`config.mk`:
```
export PLATFORM = sky130hd
export DESIGN_NAME = mps_sequencer
export DESIGN_NICKNAME = d
export VERILOG_FILES = /design/src/logic/mps_pkg.sv /design/src/logic/mps_sequencer.sv /design/src/logic/mps_alu.sv
export SDC_FILE = /design/constraint.sdc
export NUM_CORES = 1
export LEC_CHECK = 0
export ABC_AREA = 0
export BUFFER_PORTS_ARGS = -buffer_cell sky130_fd_sc_hd__buf_2
export CORE_MARGIN = 2
export CORE_UTILIZATION = 64
export CTS_CLUSTER_DIAMETER = 50
export DETAILED_ROUTE_END_ITERATION = 6
export PLACE_DENSITY = 0.86
export SLEW_MARGIN = 10
export SYNTH_ARGS = -nofsm -noshare
export SYNTH_HDL_FRONTEND = slang
export SYNTH_SLANG_ARGS = --single-unit
```
`constraint.sdc`:
```
create_clock -name pclk -period 10.8 [get_ports pclk]
set_input_delay 0 -clock pclk [delete_from_list [all_inputs] [get_ports pclk]]
set_output_delay 0 -clock pclk [all_outputs]
set_load 0.01 [all_outputs]
```
`src/logic/mps_pkg.sv`:
```
// Shared constants and types for the program sequencer
//
// Contract
// - Four phases make one instruction cycle
// - Phase one advances counter and fetches
// - Fetch overlaps execution, one per cycle
// - Branches take two instruction cycles
// - RC mode drives phase one on pin
// - Counter steps by one unless branching
// - Only low counter byte is software visible
// - Low byte write jumps in page, dummy cycle
// - Met skip discards fetch, resumes at plus two
// - Jump or call loads thirteen address bits
// - Eight-entry hidden return stack of counters
// - Call or acknowledge pushes; returns pop
// - Reset points stack index at top
// - Full stack withholds interrupt acknowledge
// - Call on full stack still executes, overflows
// - Eight-bit ALU works through the accumulator
// - ALU writes destination and updates status
// - ALU covers arithmetic, logic, rotate, skips
// - Fixed vectors: zero, then four-word steps
package mps_pkg;
	localparam int PC_W = 13;
	localparam int STK_DEPTH = 8;
	localparam int IRQ_N = 6;
	localparam int APB_AW = 8;
	localparam logic [12:0] RESET_VEC = 13'h0000;
	localparam logic [12:0] VEC_BASE = 13'h0004;
	localparam logic [12:0] VEC_STEP = 13'h0004;
	localparam logic [12:0] PC_ONE = 13'h0001;
	localparam logic [2:0] IDX_ONE = 3'h1;
	localparam logic [2:0] IDX_TOP = 3'h0;
	localparam logic [3:0] CNT_ONE = 4'h1;
	localparam logic [3:0] CNT_FULL = 4'h8;
	localparam logic [3:0] CNT_ZERO = 4'h0;
	// Register byte addresses
	localparam logic [7:0] ADDR_PCL = 8'h00;
	localparam logic [7:0] ADDR_STAT = 8'h04;
	localparam logic [7:0] ADDR_CTRL = 8'h08;
	// Register field positions and reset values
	localparam int CTRL_RUN = 0;
	localparam logic CTRL_RUN_RST = 1'b1;
	localparam int STAT_FULL = 4;
	localparam int STAT_ACC_LO = 8;
	// Instruction word fields
	localparam int F_CLS_HI = 15;
	localparam int F_CLS_LO = 14;
	localparam int F_CALL = 13;
	localparam int F_FN_HI = 13;
	localparam int F_FN_LO = 9;
	localparam int F_DST = 8;
	localparam int F_MSUB_HI = 13;
	localparam int F_MSUB_LO = 12;
	localparam logic [1:0] CLS_MISC = 2'h1;
	localparam logic [1:0] CLS_ALU = 2'h2;
	localparam logic [1:0] CLS_JMP = 2'h3;
	localparam logic [1:0] MISC_RET = 2'h0;
	localparam logic [1:0] MISC_INTERRUPT_RETURN_OP = 2'h1;
	localparam logic [15:0] NOP_WORD = 16'h0000;
	// Decimal adjust constants
	localparam logic [3:0] DAA_NIB_MAX = 4'h9;
	localparam logic [7:0] DAA_LO = 8'h06;
	localparam logic [7:0] DAA_HI = 8'h60;
	localparam logic [7:0] BYTE_ZERO = 8'h00;
	localparam logic [7:0] BYTE_ONE = 8'h01;
	localparam logic [7:0] BYTE_ALL = 8'hff;
	// Instruction cycle phases
	typedef enum logic [3:0] {
		PH_T1 = 4'h1,
		PH_T2 = 4'h2,
		PH_T3 = 4'h4,
		PH_T4 = 4'h8
	} mps_phase_t;
	// ALU functions
	typedef enum logic [4:0] {
		ALU_ADD = 5'h00, ALU_ADC = 5'h01, ALU_SUB = 5'h02, ALU_SBC = 5'h03,
		ALU_DAA = 5'h04, ALU_AND = 5'h05, ALU_OR = 5'h06, ALU_XOR = 5'h07,
		ALU_CPL = 5'h08, ALU_RR = 5'h09, ALU_RRC = 5'h0a, ALU_RL = 5'h0b,
		ALU_RLC = 5'h0c, ALU_INC = 5'h0d, ALU_DEC = 5'h0e, ALU_MOV = 5'h0f,
		ALU_SZ = 5'h10, ALU_SNZ = 5'h11, ALU_SIZ = 5'h12, ALU_SDZ = 5'h13
	} mps_alu_op_t;
	// Status flags
	typedef struct packed {
		logic c;
		logic ac;
		logic z;
		logic ov;
	} mps_flags_t;
endpackage

```
`src/logic/mps_sequencer.sv`:
```
// Instruction sequencer: phases, counter, stack, vectors, APB
`timescale 1ns/1ps
`default_nettype none
module mps_sequencer (
	input wire logic pclk,
	input wire logic presetn,
	input wire logic clk_en,
	// APB slave
	input wire logic psel,
	input wire logic penable,
	input wire logic pwrite,
	input wire logic [mps_pkg::APB_AW-1:0] paddr,
	input wire logic [31:0] pwdata,
	output logic [31:0] prdata,
	output logic pready,
	output logic pslverr,
	// Program memory
	output logic [mps_pkg::PC_W-1:0] prog_addr,
	output logic prog_rd,
	input wire logic [15:0] prog_data,
	// Data memory operand path
	output logic [7:0] mem_addr,
	input wire logic [7:0] mem_rdata,
	output logic [7:0] mem_wdata,
	output logic mem_we,
	// Interrupt requests from enable logic, lowest index first
	input wire logic [mps_pkg::IRQ_N-1:0] irq_req,
	output logic [mps_pkg::IRQ_N-1:0] irq_ack,
	output logic irq_ret,
	// Oscillator strap and spare pin
	input wire logic rc_mode_pin,
	output logic osc_out_pin
);
	import mps_pkg::*;

	// Strap synchroniser stages
	logic rc_meta;
	logic rc_mode;
	// Phase generator
	mps_phase_t ph;
	mps_phase_t next_ph;
	// Program counter and pipeline words
	logic [PC_W-1:0] pc;
	logic [15:0] ir;
	logic [15:0] fetch_buf;
	// Accumulator and status
	logic [7:0] acc;
	mps_flags_t flags;
	// Hidden return stack
	logic [PC_W-1:0] stk [STK_DEPTH];
	logic [2:0] stack_index;
	logic [3:0] stk_cnt;
	logic stk_full;
	logic [PC_W-1:0] stk_top;
	// Software run control
	logic run;
	// Decode of the executing word
	logic [1:0] cls;
	logic is_jmp;
	logic is_call;
	logic is_ret;
	logic is_interrupt_return_op;
	logic is_alu;
	logic ir_flow;
	// ALU outputs
	logic [7:0] alu_res;
	mps_flags_t alu_flags;
	logic alu_skip;
	// Execute strobes
	logic exec_go;
	logic skip_go;
	logic ack_go;
	logic flush;
	logic push;
	logic pop;
	logic [PC_W-1:0] ret_addr;
	logic [IRQ_N-1:0] irq_sel;
	logic [PC_W-1:0] irq_vec;
	// APB decode
	logic hit_pcl;
	logic hit_stat;
	logic hit_ctrl;
	logic acc_phase;
	logic pcl_wr;
	logic pcl_go;
	logic [31:0] rd_word;

	// Lowest pending request wins
	function automatic logic [IRQ_N-1:0] pick_irq(input logic [IRQ_N-1:0] r);
		pick_irq = r & (~r + IRQ_N'(1));
	endfunction

	// Vector address of a one-hot request
	function automatic logic [PC_W-1:0] vec_of(input logic [IRQ_N-1:0] oh);
		vec_of = RESET_VEC;
		for (int i = 0; i < IRQ_N; i++) begin
			if (oh[i])
				vec_of = VEC_BASE + VEC_STEP * PC_W'(i);
		end
	endfunction

	// Strap crosses in through two flops; only the second is read
	always_ff @(posedge pclk or negedge presetn) begin
		if (!presetn) begin
			rc_meta <= 1'b0;
			rc_mode <= 1'b0;
		end else if (clk_en) begin
			rc_meta <= rc_mode_pin;
			rc_mode <= rc_meta;
		end
	end

	// Phase rotation, one instruction cycle per lap
	always_comb begin
		case (ph)
			PH_T1: next_ph = PH_T2;
			PH_T2: next_ph = PH_T3;
			PH_T3: next_ph = PH_T4;
			PH_T4: next_ph = PH_T1;
			default: next_ph = PH_T1;
		endcase
	end

	// Phase register runs even when halted so the pin keeps ticking
	always_ff @(posedge pclk or negedge presetn) begin
		if (!presetn)
			ph <= PH_T1;
		else if (clk_en)
			ph <= next_ph;
	end

	// Phase one on the spare pin: high one quarter, low three
	always_ff @(posedge pclk or negedge presetn) begin
		if (!presetn)
			osc_out_pin <= 1'b0;
		else if (clk_en)
			osc_out_pin <= rc_mode && (next_ph == PH_T1);
	end

	// Word decode
	assign cls = ir[F_CLS_HI:F_CLS_LO];
	assign is_jmp = (cls == CLS_JMP) && !ir[F_CALL];
	assign is_call = (cls == CLS_JMP) && ir[F_CALL];
	assign is_ret = (cls == CLS_MISC) && (ir[F_MSUB_HI:F_MSUB_LO] == MISC_RET);
	assign is_interrupt_return_op = (cls == CLS_MISC) && (ir[F_MSUB_HI:F_MSUB_LO] == MISC_INTERRUPT_RETURN_OP);
	assign is_alu = (cls == CLS_ALU);
	assign ir_flow = is_jmp || is_call || is_ret || is_interrupt_return_op;

	// Operand path straight from the executing word
	assign mem_addr = ir[7:0];

	mps_alu u_alu (
		.op(mps_alu_op_t'(ir[F_FN_HI:F_FN_LO])),
		.a(acc),
		.b(mem_rdata),
		.flags_in(flags),
		.result(alu_res),
		.flags_out(alu_flags),
		.skip(alu_skip)
	);

	// Execution happens at the end of phase four
	assign exec_go = clk_en && run && (ph == PH_T4) && !pcl_go;
	assign skip_go = exec_go && is_alu && alu_skip;
	assign stk_full = (stk_cnt == CNT_FULL);
	assign irq_sel = pick_irq(irq_req);
	assign irq_vec = vec_of(irq_sel);
	// Acknowledge only between plain instructions, never on full stack
	assign ack_go = exec_go && (irq_req != '0) && !stk_full && !ir_flow && !skip_go;
	// Fetched word is the successor, so return there
	assign ret_addr = pc - PC_ONE;
	assign push = (exec_go && is_call) || ack_go;
	assign pop = exec_go && (is_ret || is_interrupt_return_op);
	assign stk_top = stk[stack_index - IDX_ONE];
	// Discard the prefetched word: dummy cycle follows
	assign flush = (exec_go && ir_flow) || skip_go || ack_go || pcl_go;

	// Program counter
	always_ff @(posedge pclk or negedge presetn) begin
		if (!presetn) begin
			pc <= RESET_VEC;
		end else if (clk_en) begin
			if (pcl_go)
				pc <= {pc[PC_W-1:8], pwdata[7:0]};
			else if (ack_go)
				pc <= irq_vec;
			else if (exec_go && (is_jmp || is_call))
				pc <= ir[PC_W-1:0];
			else if (pop)
				pc <= stk_top;
			else if (run && ph == PH_T1)
				pc <= pc + PC_ONE;
		end
	end

	// Fetch port is the counter itself, read in phase one
	assign prog_addr = pc;
	assign prog_rd = run && (ph == PH_T1);

	// Fetch buffer fills while the previous word executes
	always_ff @(posedge pclk or negedge presetn) begin
		if (!presetn)
			fetch_buf <= NOP_WORD;
		else if (clk_en && prog_rd)
			fetch_buf <= prog_data;
	end

	// Instruction register; a flushed slot becomes a no-op
	always_ff @(posedge pclk or negedge presetn) begin
		if (!presetn)
			ir <= NOP_WORD;
		else if (flush)
			ir <= NOP_WORD;
		else if (exec_go)
			ir <= fetch_buf;
	end

	// Stack storage needs no reset; entries are written before use
	always_ff @(posedge pclk) begin
		if (clk_en && push)
			stk[stack_index] <= ret_addr;
	end

	// Stack index and occupancy; a full push wraps over the oldest
	always_ff @(posedge pclk or negedge presetn) begin
		if (!presetn) begin
			stack_index <= IDX_TOP;
			stk_cnt <= CNT_ZERO;
		end else if (clk_en) begin
			if (push) begin
				stack_index <= stack_index + IDX_ONE;
				if (!stk_full)
					stk_cnt <= stk_cnt + CNT_ONE;
			end else if (pop) begin
				stack_index <= stack_index - IDX_ONE;
				if (stk_cnt != CNT_ZERO)
					stk_cnt <= stk_cnt - CNT_ONE;
			end
		end
	end

	// Accumulator and status take the ALU outcome
	always_ff @(posedge pclk or negedge presetn) begin
		if (!presetn) begin
			acc <= BYTE_ZERO;
			flags <= '0;
		end else if (exec_go && is_alu) begin
			flags <= alu_flags;
			if (!ir[F_DST])
				acc <= alu_res;
		end
	end

	// Memory write strobe, one cycle
	always_ff @(posedge pclk or negedge presetn) begin
		if (!presetn) begin
			mem_we <= 1'b0;
			mem_wdata <= BYTE_ZERO;
		end else if (clk_en) begin
			mem_we <= exec_go && is_alu && ir[F_DST];
			if (exec_go && is_alu)
				mem_wdata <= alu_res;
		end
	end

	// Acknowledge and interrupt-return pulses
	always_ff @(posedge pclk or negedge presetn) begin
		if (!presetn) begin
			irq_ack <= '0;
			irq_ret <= 1'b0;
		end else if (clk_en) begin
			irq_ack <= ack_go ? irq_sel : '0;
			irq_ret <= exec_go && is_interrupt_return_op;
		end
	end

	// APB decode
	assign hit_pcl = (paddr == ADDR_PCL);
	assign hit_stat = (paddr == ADDR_STAT);
	assign hit_ctrl = (paddr == ADDR_CTRL);
	assign acc_phase = psel && penable;
	assign pcl_wr = acc_phase && pwrite && hit_pcl;
	// Low-byte write waits for a phase four free of branching, or goes at once when halted
	assign pcl_go = pcl_wr && clk_en && (!run || (ph == PH_T4 && !ir_flow));
	assign pready = clk_en && (!pcl_wr || pcl_go);
	assign pslverr = acc_phase && !(hit_pcl || hit_stat || hit_ctrl);

	// Run control register
	always_ff @(posedge pclk or negedge presetn) begin
		if (!presetn)
			run <= CTRL_RUN_RST;
		else if (clk_en && acc_phase && pwrite && hit_ctrl)
			run <= pwdata[CTRL_RUN];
	end

	// Read word; stack and upper counter bits are never visible
	always_comb begin
		rd_word = '0;
		if (hit_pcl)
			rd_word[7:0] = pc[7:0];
		else if (hit_stat) begin
			rd_word[3:0] = flags;
			rd_word[STAT_FULL] = stk_full;
			rd_word[STAT_ACC_LO +: 8] = acc;
		end else if (hit_ctrl)
			rd_word[CTRL_RUN] = run;
	end

	// Read data is captured in the setup cycle
	always_ff @(posedge pclk or negedge presetn) begin
		if (!presetn)
			prdata <= '0;
		else if (clk_en && psel && !penable)
			prdata <= rd_word;
	end
endmodule // mps_sequencer
`default_nettype wire

```
`src/logic/mps_alu.sv`:
```
// Eight-bit ALU with status flags and skip decision
`timescale 1ns/1ps
`default_nettype none
module mps_alu (
	input wire mps_pkg::mps_alu_op_t op,
	input wire logic [7:0] a,
	input wire logic [7:0] b,
	input wire mps_pkg::mps_flags_t flags_in,
	output logic [7:0] result,
	output mps_pkg::mps_flags_t flags_out,
	output logic skip
);
	import mps_pkg::*;

	// Adder returning {ov, ac, c, sum}
	function automatic logic [10:0] add_f(input logic [7:0] x, input logic [7:0] y,
		input logic ci);
		logic [8:0] s;
		logic [4:0] h;
		s = {1'b0, x} + {1'b0, y} + {8'h00, ci};
		h = {1'b0, x[3:0]} + {1'b0, y[3:0]} + {4'h0, ci};
		add_f = {(x[7] == y[7]) && (s[7] != x[7]), h[4], s[8], s[7:0]};
	endfunction

	logic [10:0] s;

	// Operation select; borrow shows as carry low
	always_comb begin
		s = add_f(a, b, 1'b0);
		result = b;
		flags_out = flags_in;
		skip = 1'b0;
		case (op)
			ALU_ADD, ALU_ADC, ALU_SUB, ALU_SBC: begin
				case (op)
					ALU_ADC: s = add_f(a, b, flags_in.c);
					ALU_SUB: s = add_f(a, ~b, 1'b1);
					ALU_SBC: s = add_f(a, ~b, flags_in.c);
					default: s = add_f(a, b, 1'b0);
				endcase
				result = s[7:0];
				{flags_out.ov, flags_out.ac, flags_out.c} = s[10:8];
			end
			ALU_DAA: begin
				s = add_f(a, (a[3:0] > DAA_NIB_MAX || flags_in.ac) ? DAA_LO : BYTE_ZERO, 1'b0);
				result = s[7:0];
				if (s[7:4] > DAA_NIB_MAX || flags_in.c || s[8]) begin
					result = s[7:0] + DAA_HI;
					flags_out.c = 1'b1;
				end
			end
			ALU_AND: result = a & b;
			ALU_OR: result = a | b;
			ALU_XOR: result = a ^ b;
			ALU_CPL: result = ~b;
			ALU_RR: result = {b[0], b[7:1]};
			ALU_RL: result = {b[6:0], b[7]};
			ALU_RRC: {result, flags_out.c} = {flags_in.c, b};
			ALU_RLC: {flags_out.c, result} = {b, flags_in.c};
			ALU_INC: result = b + BYTE_ONE;
			ALU_DEC: result = b + BYTE_ALL;
			ALU_SZ: skip = (b == BYTE_ZERO);
			ALU_SNZ: skip = (b != BYTE_ZERO);
			ALU_SIZ: begin
				result = b + BYTE_ONE;
				skip = (result == BYTE_ZERO);
			end
			ALU_SDZ: begin
				result = b + BYTE_ALL;
				skip = (result == BYTE_ZERO);
			end
			default: result = b;
		endcase
		// Zero flag follows arithmetic, logic, increment and decrement
		if (op <= ALU_CPL || op == ALU_INC || op == ALU_DEC)
			flags_out.z = (result == BYTE_ZERO);
	end
endmodule // mps_alu
`default_nettype wire

```
==> results.sh <==
export IMPL_clock_sinks=208
export IMPL_synth_top_area_share_pct=24.5
export IMPL_wl_per_cell_um=24.9
export IMPL_antenna_left=0
export IMPL_overflow=0
export IMPL_insertion_delay_ns=0.53
export IMPL_drv_slew=0
export IMPL_firstDrtPassIters=6
export IMPL_synth_area_um2=12700
export IMPL_required_ns=11.20
export IMPL_rsz0062_at_grt="no"
export IMPL_tritoncts="built"
export IMPL_setup_ws_ns=6.27
export IMPL_place_inst=1553
export IMPL_grtUsageTotal_pct=38.0
export IMPL_nets=1479
export IMPL_powerDensity_nw_per_um2=124
export IMPL_outcome="complete, no violations"
export IMPL_end_kind="flip-flop"
export IMPL_hp_class="in -> async"
export IMPL_hold_viol_final=0
export IMPL_finClkSkew_ns=0.0245
export IMPL_max_cap_violations=0
export IMPL_async_flop_share_pct=50.0
export IMPL_start_util_pct=65.4
export IMPL_critPathArrivalTime_ns=4.93
export IMPL_r2r_end="stk_cnt[3]$_DFFE_PN0P_"
export IMPL_power_leakage_nw=6.07
export IMPL_synth_area_leaders="edfxtp_1, dfrtp_1, mux4_2, ha_1, nand2_1"
export IMPL_design_die_area_um2=21000
export IMPL_finish_utilization_pct=74.4
export IMPL_diodes=0
export IMPL_drc_errors=0
export IMPL_synth_seq_cells=208
export IMPL_antenna_found_initial=0
export IMPL_r2r_start="ir[13]$_DFFE_PN0P_"
export IMPL_h_tree_depth=1
export IMPL_areaGrowthSynthToFinish_pct=13.7
export IMPL_crit_fanout=24
export IMPL_port_buffers=109
export IMPL_relSlewSlack_pct=15.7
export IMPL_grt_max_degree=59
export IMPL_grt_pass1_wl_um=62900
export IMPL_reg2reg_depth=14
export IMPL_dpl_worst_slack_ns=6.52
export IMPL_row_count=51
export IMPL_whs_ns=0.0445
export IMPL_wl_um=40800
export IMPL_ios=150
export IMPL_vias_per_cell=6.93
export IMPL_synth_area_leader_cell="edfxtp_1"
export IMPL_critical_path_class="reg -> reg"
export IMPL_yosys_warnings=0
export IMPL_irDropWorstVdd_uv=140
export IMPL_clk_pin_slew_ns=0.06
export IMPL_numCtsBuffers=22
export IMPL_coreArea_um2=19500
export IMPL_synth_flop_cell="edfxtp_1"
export IMPL_postCtsResizedCells=0
export IMPL_hpwl_um=25400
export IMPL_fin_crit_ns=4.53
export IMPL_drive_above_1_share_pct=18.0
export IMPL_drt_iter0_drc=1863
export IMPL_avgSynthCellArea_um2=10.2
export IMPL_yosysSeqAreaShare_pct=45.0
export IMPL_grt_pass1_vias=11127
export IMPL_max_freq_mhz=221
export IMPL_final_cells=1637
export IMPL_die_height_um=145
export IMPL_gp_congestion=1.00
export IMPL_setup_tns_ns=0
export IMPL_r2r_slack_ns=6.27
export IMPL_setup_viol=0
export IMPL_vias=11350
export IMPL_root_buffer="clkbuf_16"
export IMPL_synth_distinct_cells=90
export IMPL_clk_path_buf_depth=3
export IMPL_die_w_um=145
export IMPL_tightest_slew_ns=1.25
export IMPL_fin_crit_sh_pct=41.9
export IMPL_start_kind="flip-flop"
export IMPL_syn_inst=1243
export IMPL_synth_edf_count=104
synthesized netlist by cell type, drive strengths merged (7+ instances only):
| cell | instances |
|---|---|
| a211oi | 14 |
| a21oi | 52 |
| a22o | 12 |
| a22oi | 7 |
| a311oi | 9 |
| and2 | 7 |
| and3 | 13 |
| buf | 62 |
| clkbuf | 37 |
| dfrtp | 102 |
| edfxtp | 104 |
| ha | 42 |
| inv | 51 |
| mux2 | 27 |
| mux2i | 27 |
| mux4 | 27 |
| nand2 | 132 |
| nand2b | 12 |
| nand3 | 36 |
| nand3b | 8 |
| nand4 | 12 |
| nor2 | 105 |
| nor2b | 14 |
| nor3 | 33 |
| nor3b | 8 |
| nor4 | 11 |
| nor4b | 7 |
| o21ai | 67 |
| o22ai | 13 |
| o31ai | 9 |
| o32ai | 10 |
| or3 | 7 |
| xnor2 | 41 |
| xor2 | 27 |
layout make-up:
cell class | count | area (um2)
inverter | 53 | 199
timing repair buffer | 173 | 1140
clock buffer | 29 | 597
tap | 265 | 332
clock inverter | 11 | 120
sequential | 208 | 5730
multi-input combinational | 898 | 6360
fill | 1201 | 4990
routing by layer:
layer | GRT usage (%) | part of all wire, % | vias to the layer above
met5 | 0 | 0 | -
met4 | 17.6 | 5.3 | 0
met3 | 8.36 | 13 | 198
met2 | 60.5 | 46 | 1018
met1 | 50.2 | 36 | 5379
li1 | - | - | 4755
how the worst max path moves through the flow:
stage	startpoint	to	slack (ns)	cells after the start
after floorplan	mem_rdata[1]	stk[0][0]$_DFFE_PP_	7.29	14
after global placement	ir[13]$_DFFE_PN0P_	stk_cnt[3]$_DFFE_PN0P_	6.54	14
after detailed placement	ir[13]$_DFFE_PN0P_	stk_cnt[3]$_DFFE_PN0P_	6.52	14
after CTS	ir[13]$_DFFE_PN0P_	stk_cnt[3]$_DFFE_PN0P_	6.49	14
after global routing	ir[13]$_DFFE_PN0P_	stk_cnt[3]$_DFFE_PN0P_	6.06	14
final	ir[13]$_DFFE_PN0P_	stk_cnt[3]$_DFFE_PN0P_	6.27	14
registers in the layout (all words and copies together) (netlist names), 3 cells and up:
signal       flops
acc              8
fetch_buf       16
flags            4
ir              16
irq_ack          6
mem_wdata        8
ph               4
prdata          16
prog_addr       13
stack_index      3
stk            104
stk_cnt          4
worst max-delay path, cell delays in order, from the launching register on:
cell and delay, ns:
dfrtp_1 0.87, nor3b_1 0.71, nand4_1 0.16, nor3_1 0.30, a2bb2oi_1 0.12, a21boi_2 0.30
a21oi_2 0.09, buf_4 0.23, inv_2 0.10, nand2_2 0.07, inv_2 0.24, ha_1 0.30
a21o_1 0.18, a21oi_1 0.21, mux4_2 0.52
logic make-up (layout without fill, tap and decap cells):
logic type | count (synthesis) | count (layout) | synth area share, %
XOR/XNOR | 68 | 68 | 4.74
other | 1 | 16 | 0.0295
buffers and inverters | 152 | 266 | 5.77
multiplexers | 81 | 81 | 9.29
adder cells (fa/ha/maj) | 46 | 46 | 4.76
AO/OA/AOI/OAI | 265 | 265 | 14.2
AND/OR/NAND/NOR | 422 | 422 | 16.2
flip-flops | 208 | 208 | 45.0
metrics by stage:
stage / total power, mW / instance area (um2)
global route: 1.84 / 14500
global placement: 1.03 / 13300
floorplan: 0.987 / 12800
CTS: 1.78 / 14500
finish: 1.79 / 14500
detailed placement: 1.04 / 13300
where the power goes:
part	leakage (nW)	internal [mW]	total [mW]	switching, mW
registers	2.43	0.854	0.873	0.0187
logic	3.30	0.0647	0.173	0.108
clock network	0.347	0.421	0.747	0.327
total	6.07	1.34	1.79	0.454
cells in the final DEF, fill, tap and decap left out, drive strengths merged, types with 7 or more instances in the layout:
cell,n
nand2,132
buf,129
nor2,105
edfxtp,104
dfrtp,102
o21ai,67
a21oi,52
inv,52
dlygate4sd3,44
ha,42
xnor2,41
nand3,36
nor3,33
clkbuf,29
xor2,27
mux2i,27
mux4,27
mux2,27
conb,16
nor2b,14
a211oi,14
and3,13
o22ai,13
nand2b,12
nand4,12
a22o,12
nor4,11
o32ai,10
clkinv,10
o31ai,9
a311oi,9
nand3b,8
nor3b,8
a22oi,7
or3,7
and2,7
nor4b,7
timing repair:
item,in CTS,in global routing
hold buffers,44,0
setup buffers,0,0
endpoints found under the hold margin,87,0
Note: power is estimated with default switching activity, not from simulation.
